$ cat src/cfm_pkg.sv
// constants and types shared by both ends of the config access port
// Operation
// - dword aligned address, bits 9:0 pick register
// - address bits 17:10 pick the function
// - bit 18 low config, high management
// - requester raises write strobe to write
// - 32-bit data, byte enable 0 covers 7:0
// - requester raises read strobe to read
// - device returns addressed register on read data
// - done pulse lasts exactly one cycle
// - root port override writes type-1 read-only fields
// - override ignored for endpoint or other registers
`default_nettype none
package cfm_pkg;
    localparam int ADDR_W     = 19;
    localparam int DATA_W     = 32;
    localparam int BE_W       = 4;
    localparam int REG_LSB    = 0;
    localparam int REG_W      = 10;
    localparam int FUNC_LSB   = 10;
    localparam int FUNC_W     = 8;
    localparam int SPACE_BIT  = 18;
    localparam int NUM_FUNC   = 2;
    localparam int CFG_WORDS  = 16;
    localparam int MGMT_WORDS = 16;
    localparam int IDX_W      = 4;
    localparam int TYPE1_HDR_WORDS = 16;
    localparam logic [DATA_W-1:0] DATA_RST = 32'h0000_0000;
    // mask of read-only bits in a type-1 header word, arbitrary placement
    localparam logic [DATA_W-1:0] RO_MASK  = 32'hffff_0000;
    localparam logic [3:0]        ACCESS_LAT = 4'h2;

    typedef logic [ADDR_W-1:0] cfm_addr_t;
    typedef logic [DATA_W-1:0] cfm_data_t;
    typedef logic [BE_W-1:0]   cfm_be_t;
endpackage
`default_nettype wire

$ cat src/cfm_if.sv
// interface joining the config requester to the config port
`timescale 1ns/1ps
`default_nettype none
interface cfm_if;
    import cfm_pkg::*;
    cfm_addr_t addr;
    logic      write;
    cfm_data_t write_data;
    cfm_be_t   byte_enable;
    logic      read;
    cfm_data_t read_data;
    logic      done;
    logic      readonly_field_override;

    modport dev
    (
        input  addr, write, write_data, byte_enable, read,
        input  readonly_field_override,
        output read_data, done
    );
    modport req
    (
        output addr, write, write_data, byte_enable, read,
        output readonly_field_override,
        input  read_data, done
    );
endinterface
`default_nettype wire

$ cat src/cfm_device.sv
// device end: configuration and management register port
`timescale 1ns/1ps
`default_nettype none
module cfm_device
    import cfm_pkg::*;
(
    // clock and reset
    input  wire logic clk_i,
    input  wire logic rst_n_i,
    // mode strap: high for root port
    input  wire logic root_port_i,
    // link side
    cfm_if.dev        bus
);
    import cfm_pkg::*;

    // ****************************************
    // state
    // ****************************************
    typedef enum logic [2:0]
    {
        CFM_IDLE = 3'b001,
        CFM_BUSY = 3'b010,
        CFM_DONE = 3'b100
    } cfm_state_e;

    // the whole state in one record: one comb fill, one register
    typedef struct packed
    {
        cfm_state_e                       state;
        logic [3:0]                       cnt;
        cfm_data_t                        rdata;
        logic [NUM_FUNC*CFG_WORDS-1:0][DATA_W-1:0] cfg;
        logic [MGMT_WORDS-1:0][DATA_W-1:0] mgmt;
        // strap synchroniser
        logic [1:0]                       root_sync;
    } cfm_dev_s;

    cfm_dev_s st_r;
    cfm_dev_s st_nxt;

    // ****************************************
    // decode
    // ****************************************
    // merge new data into a stored word, lane by lane
    function automatic cfm_data_t merge_word(input cfm_data_t old_w,
                                             input cfm_data_t new_w,
                                             input cfm_data_t mask);
        return (old_w & ~mask) | (new_w & mask);
    endfunction

    // register field inside a window of mapped words
    function automatic logic in_window(input logic [REG_W-1:0] sel,
                                       input int               words);
        return (int'(sel) < words);
    endfunction

    // decoded fields of the address now on the link
    logic [REG_W-1:0]  reg_sel;
    logic [FUNC_W-1:0] func_sel;
    logic              is_mgmt;
    logic              cfg_hit;
    logic              mgmt_hit;
    logic [IDX_W:0]    cfg_idx;
    logic [IDX_W-1:0]  mgmt_idx;
    cfm_data_t         wmask;
    cfm_data_t         eff_mask;
    cfm_data_t         rd_word;
    logic              root_port;
    logic              ovr_ok;

    // ****************************************
    // lane mask
    // ****************************************
    // one lane per byte enable bit; no partial lanes exist
    for (genvar gi = 0; gi < BE_W; gi++)
    begin : g_lane
        assign wmask[gi*8 +: 8] = {8{bus.byte_enable[gi]}};
    end

    // ****************************************
    // address decode
    // ****************************************
    always_comb
    begin
        root_port = st_r.root_sync[1];
        reg_sel   = bus.addr[REG_LSB +: REG_W];
        func_sel  = bus.addr[FUNC_LSB +: FUNC_W];
        is_mgmt   = bus.addr[SPACE_BIT];
        // function field is ignored in the management space
        mgmt_hit  = is_mgmt && in_window(reg_sel, MGMT_WORDS);
        cfg_hit   = !is_mgmt && (int'(func_sel) < NUM_FUNC)
                  && in_window(reg_sel, CFG_WORDS);
        // two functions only, so one function bit picks the bank
        cfg_idx   = {func_sel[0], reg_sel[IDX_W-1:0]};
        mgmt_idx  = reg_sel[IDX_W-1:0];
        // override counts only in root port mode on type-1 header words
        ovr_ok    = root_port && bus.readonly_field_override
                  && !is_mgmt
                  && in_window(reg_sel, TYPE1_HDR_WORDS);
        eff_mask  = ovr_ok ? wmask : (wmask & ~RO_MASK);
    end

    // ****************************************
    // read mux
    // ****************************************
    // unmapped reads give zero, never a stale or aliased word
    // rd_word is taken only on the last busy cycle
    always_comb
    begin
        rd_word = DATA_RST;
        if (mgmt_hit)
        begin
            rd_word = st_r.mgmt[mgmt_idx];
        end
        else if (cfg_hit)
        begin
            rd_word = st_r.cfg[cfg_idx];
        end
    end

    // ****************************************
    // next state
    // ****************************************
    always_comb
    begin
        st_nxt = st_r;
        // strap comes in from a pin: two flops, only the second is read
        st_nxt.root_sync = {st_r.root_sync[0], root_port_i};

        unique case (st_r.state)
            CFM_IDLE:
            begin
                // a request is taken only from idle
                if (bus.read || bus.write)
                begin
                    st_nxt.state = CFM_BUSY;
                    st_nxt.cnt   = ACCESS_LAT;
                end
            end
            CFM_BUSY:
            begin
                // strobes are not looked at again until the last busy
                // cycle; the fixed wait keeps the done timing simple
                st_nxt.cnt = st_r.cnt - 4'h1;
                if (st_r.cnt == 4'h1)
                begin
                    st_nxt.state = CFM_DONE;
                    // a write to an unmapped word is dropped
                    if (bus.write && mgmt_hit)
                    begin
                        // management words have no read-only bits
                        st_nxt.mgmt[mgmt_idx] =
                            merge_word(st_r.mgmt[mgmt_idx],
                                       bus.write_data, wmask);
                    end
                    if (bus.write && cfg_hit)
                    begin
                        st_nxt.cfg[cfg_idx] =
                            merge_word(st_r.cfg[cfg_idx],
                                       bus.write_data, eff_mask);
                    end
                    if (bus.read)
                    begin
                        st_nxt.rdata = rd_word;
                    end
                end
            end
            CFM_DONE:
            begin
                // one cycle only, then back to idle
                st_nxt.state = CFM_IDLE;
            end
            default:
            begin
                // a corrupted one-hot code falls back to idle
                st_nxt.state = CFM_IDLE;
            end
        endcase
    end

    // ****************************************
    // registers
    // ****************************************
    // reset clears every stored word to zero
    always_ff @(posedge clk_i or negedge rst_n_i)
    begin
        if (!rst_n_i)
        begin
            st_r       <= '0;
            st_r.state <= CFM_IDLE;
            st_r.rdata <= DATA_RST;
        end
        else
        begin
            st_r <= st_nxt;
        end
    end

    // ****************************************
    // outputs
    // ****************************************
    // read data holds until the next read completes
    assign bus.read_data = st_r.rdata;
    // done decodes the state, so it cannot stretch
    assign bus.done      = (st_r.state == CFM_DONE);
endmodule
`default_nettype wire

$ cat src/flat_wrapper.sv
// flat-port wrapper written by rule: the top's interface ports become plain ports
module cfm_device_flat import cfm_pkg::*;
  (clk_i, rst_n_i, root_port_i, bus_addr, bus_write, bus_write_data, bus_byte_enable, bus_read, bus_readonly_field_override, bus_read_data, bus_done);
  cfm_if bus_i ();
  input  wire logic clk_i;
  input  wire logic rst_n_i;
  input  wire logic root_port_i;
  input wire logic [$bits(bus_i.addr)-1:0] bus_addr;
  input wire logic [$bits(bus_i.write)-1:0] bus_write;
  input wire logic [$bits(bus_i.write_data)-1:0] bus_write_data;
  input wire logic [$bits(bus_i.byte_enable)-1:0] bus_byte_enable;
  input wire logic [$bits(bus_i.read)-1:0] bus_read;
  input wire logic [$bits(bus_i.readonly_field_override)-1:0] bus_readonly_field_override;
  output wire logic [$bits(bus_i.read_data)-1:0] bus_read_data;
  output wire logic [$bits(bus_i.done)-1:0] bus_done;
  assign bus_i.addr = bus_addr;
  assign bus_i.write = bus_write;
  assign bus_i.write_data = bus_write_data;
  assign bus_i.byte_enable = bus_byte_enable;
  assign bus_i.read = bus_read;
  assign bus_i.readonly_field_override = bus_readonly_field_override;
  assign bus_read_data = bus_i.read_data;
  assign bus_done = bus_i.done;
  cfm_device u_core (.clk_i(clk_i), .rst_n_i(rst_n_i), .root_port_i(root_port_i), .bus(bus_i));
endmodule
$ cat config.mk
export PLATFORM = sky130hd
export DESIGN_NAME = cfm_device_flat
export DESIGN_NICKNAME = d
export VERILOG_FILES = /design/src/cfm_pkg.sv /design/src/cfm_if.sv /design/src/cfm_device.sv /design/src/flat_wrapper.sv
export SDC_FILE = /design/constraint.sdc
export NUM_CORES = 2
export LEC_CHECK = 0
export BUFFER_PORTS_ARGS = -buffer_cell sky130_fd_sc_hd__buf_4
export CAP_MARGIN = 30
export CORE_MARGIN = 3
export CORE_UTILIZATION = 45
export CTS_CLUSTER_DIAMETER = 100
export DETAILED_ROUTE_END_ITERATION = 8
export HOLD_SLACK_MARGIN = 0.12
export SLEW_MARGIN = 20
export SYNTH_ARGS = -nofsm -noshare
export SYNTH_HDL_FRONTEND = slang
export SYNTH_SLANG_ARGS = --single-unit
export TNS_END_PERCENT = 1
$ cat constraint.sdc
create_clock -name clk_i -period 3.75 [get_ports clk_i]
set_input_delay 0.1875 -clock clk_i [delete_from_list [all_inputs] [get_ports clk_i]]
set_output_delay 0.1875 -clock clk_i [all_outputs]
set_load 0.03 [all_outputs]
==> flow_summary_export.csv <==
group,metric,value,unit
placement,portBuffers,93,
synthesis,async_reset_ff_share,100,%
clock_network,clock_sinks,1577,
worst_setup_path,path_cells,"inv_1, ha_1, or3b_2, nor4b_4, buf_4, nand4_1, buf_4, nor2_4, buf_12, mux2_2",
global_route,grt_use_total,25.1,%
timing,rsz0062_at_grt,"no",
layout,seqCellArea,0.0395,sq mm
die,die_area,0.164,sq mm
layout,drive_above_1_share,50.1,%
power_and_ir_drop,p_switching,8.32,mW
drt,routedWlPerCell,28.6,um
worst_setup_path,setup.worst_path.start_class,"flop",
global_route,grt_pass1_vias,44800,
clock_network,cts_buffer_depth,3,
global_route,grt_max_degree,127,
timing,fin_crit_sh,88.4,%
die,die_w,405,um
layout,multi_input_area,0.0302,sq mm
hold_path,hold_end,"u_core.st_r[873]",
clock_network,htree_num_levels,4,
clock_network,path_clk_slew,0.06,ns
power_and_ir_drop,power.density,434,mW/mm^2
global_route,grt_pass1_wl,304,mm
worst_setup_path,timing.rr.start,"u_core.st_r[1571]",
clock_network,postCtsSetupRepairBufs,0,
power_and_ir_drop,p_seq_share,47.4,%
layout,fillers,13000,
synthesis,synth_flop_cell,"dfrtp_1",
hold_path,hold_path.class,"in -> reg",
placement,gp_congestion,0.803,
synthesis,syn_inst,4765,
timing,setup_viol,0,
worst_setup_path,crit_type,"reg -> reg",
clock_network,cts_tree,"yes",
clock_network,cts-resized-gates,0,
power_and_ir_drop,internal_power,27.7,mW
worst_setup_path,crit_path_end_kind,"flop",
worst_setup_path,worstPathArrival,3.98,ns
power_and_ir_drop,p_leak,39.5,nW
hold_path,min-delay-start,"bus_write_data[7]",
layout,fin_area,0.0831,sq mm
power_and_ir_drop,switching_share,23.1,%
run,max-cap-violations,0,
timing,maxSlewHeadroom,35.3,%
drt,wl,203,mm
synthesis,ys_seq_elements,1577,
power_and_ir_drop,clkPwrFrac,47.3,%
layout,layout.cells.most_common,"dfrtp_1",
power_and_ir_drop,ir_worst_vdd,0.504,mV
layout,layout_common_cells,"dfrtp_1 (1576), mux2_2 (1434), mux4_2 (320)",
drt,vias,42500,
timing,tns,0,ns
worst_setup_path,r2r-end,"u_core.st_r[1129]",
synthesis,netlist_area,0.0715,sq mm
timing,tightest_slew,0.970,ns
drt,drc,0,
drt,drtIter0Drc,3249,
layout,syn_to_final_growth,16.2,%
timing,hold_slack,0.204,ns
worst_setup_path,max_stage_delay,0.55,ns
synthesis,synth_edf_count,0,
die,ios,94,
layout,fin_nets,4973,
run_status,outcome,"finished clean",
worst_setup_path,cpMostUsedCell,"buf_4",
layout,stdcell_count,7103,
placement,dpl-instance-area,0.0771,sq mm
hold_path,hold_depth,4,
timing,fin_skew,0.0285,ns
worst_setup_path,slowest_stage,"nor4b_4",
global_route,antenna_found_initial,3,
synthesis,yosys_warnings,0,
drt,postRouteAntennaNets,0,
worst_setup_path,timing.reg2reg.setup_slack,0.44,ns
power_and_ir_drop,p_comb_share,5.4,%
placement,placed_cells_incl_taps,6764,
die,core_area,0.157,sq mm
worst_setup_path,cp_max_fo,27,
clock_network,numCtsBuffers,169,
worst_setup_path,cp_data_required_time,4.41,ns
worst_setup_path,reg2reg_depth,10,
timing,fmax,302,MHz
synthesis,ys_seq_area_share,55.2,%
die,rows,145,
placement,place.detailed.hpwl,124,mm
synthesis,avgSynthCellArea,15.0,sq um
global_route,overflow,0,
layout,utilization,52.9,%
clock_network,cts_root_buf,"clkbuf_16",
synthesis,yosysUniqueCellTypes,41,
timing,finalHoldViolCount,0,
drt,drt_pass1_iterations,7,
timing,period_needed,3.31,ns
die,die_h,405,um
timing,finalMaxSlewViolations,0,
clock_network,clock_latency,0.81,ns
synthesis,synth_nets,4828,
die,initial_core_util,45.5,%
drt,vias_per_cell,5.99,
[synth_stat cells, types with 15 or more instances]
cell type	number	area (sq um)
dfrtp_1	1576	39400
mux2_2	1434	16100
clkbuf_1	367	1380
mux4_2	320	7210
mux2i_1	230	2300
inv_1	136	510
nor2_1	109	409
a22o_1	83	727
nand2_1	73	274
o221ai_1	51	447
buf_2	48	240
a221oi_1	45	394
a211oi_1	43	323
o21ai_0	34	170
buf_4	33	248
o31ai_1	29	218
a221o_1	28	280
buf_1	23	86.3
and3_1	15	93.8
[worst max-delay path by stage]
stage,startpoint,endpoint,slack (ns)
6_report,u_core.st_r[1571],u_core.st_r[1129],0.44
5_1_grt,u_core.st_r[1571],u_core.st_r[416],0.35
3_3_place_gp,bus_addr[0],u_core.st_r[1160],0.47
3_5_place_dp,bus_addr[0],u_core.st_r[1227],0.46
4_1_cts,u_core.st_r[1571],u_core.st_r[1129],0.47
2_1_floorplan,u_core.st_r[1571],u_core.st_r[987],0.81
[area by class of cell]
| type | instances | share of cell area (%) |
|---|---|---|
| clock buffers | 254 | 6.09 |
| clock inverters | 49 | 0.748 |
| diodes | 3 | 0.00903 |
| flip-flops and latches | 1577 | 47.5 |
| multi-input cells | 2581 | 36.4 |
| inverters | 136 | 0.614 |
| well taps | 2058 | 3.10 |
| repair buffers | 445 | 5.54 |
[critical path, delay by kind of cell, from the launching register on]
family / cells / cell delay, ns
and+or+nand+nor: 4 / 1.31
buffers and inverters: 4 / 0.91
DFF: 1 / 0.39
muxes: 1 / 0.38
adders and majority gates: 1 / 0.15
[power by group through the flow]
stage	registers (mW)	logic [mW]	clock network [mW]
after floorplan	17.4	0.825	0
after global placement	17.4	1.89	0
after detailed placement	17.4	1.91	0
after CTS	17.1	1.96	17.4
after global routing	17.1	2.09	18.1
final	17.1	1.94	17.0
[flip-flops by register name (all words and copies together), names as in the netlist]
| signal | flops |
|---|---|
| u_core.bus.read_data | 32 |
| u_core.st_nxt | 1 |
| u_core.st_r | 1543 |
| u_core.root_port | 1 |
[kinds of logic after synthesis]
logic type	after synthesis	synth area share (%)
adders and majority gates	2	0.0350
buffers and inverters	607	3.44
muxes	1984	35.9
DFF	1577	55.2
AOI/OAI and AO/OA	349	3.95
and+or+nand+nor	246	1.54
[through the flow]
step,total power [mW],setup slack [ns]
finish,36.1,0.435
global route,37.3,0.351
CTS,36.4,0.471
detailed placement,19.3,0.457
global placement,19.3,0.469
floorplan,18.2,0.814
[what timing repair did]
| action | in CTS | in global routing |
|---|---|---|
| setup endpoints to repair | 0 | 0 |
| hold endpoints to repair | 1315 | 0 |
| hold buffers | 33 | 0 |
[metal layers]
layer / wire, um / vias up / global-route usage [%]
li1: - / 17900 / -
met1: 93300 / 23300 / 36.6
met5: 0 / - / 0
met2: 93800 / 1069 / 39.2
met4: 4980 / 0 / 6.72
met3: 11100 / 280 / 4.04
Power figures use the tool's default switching activity.
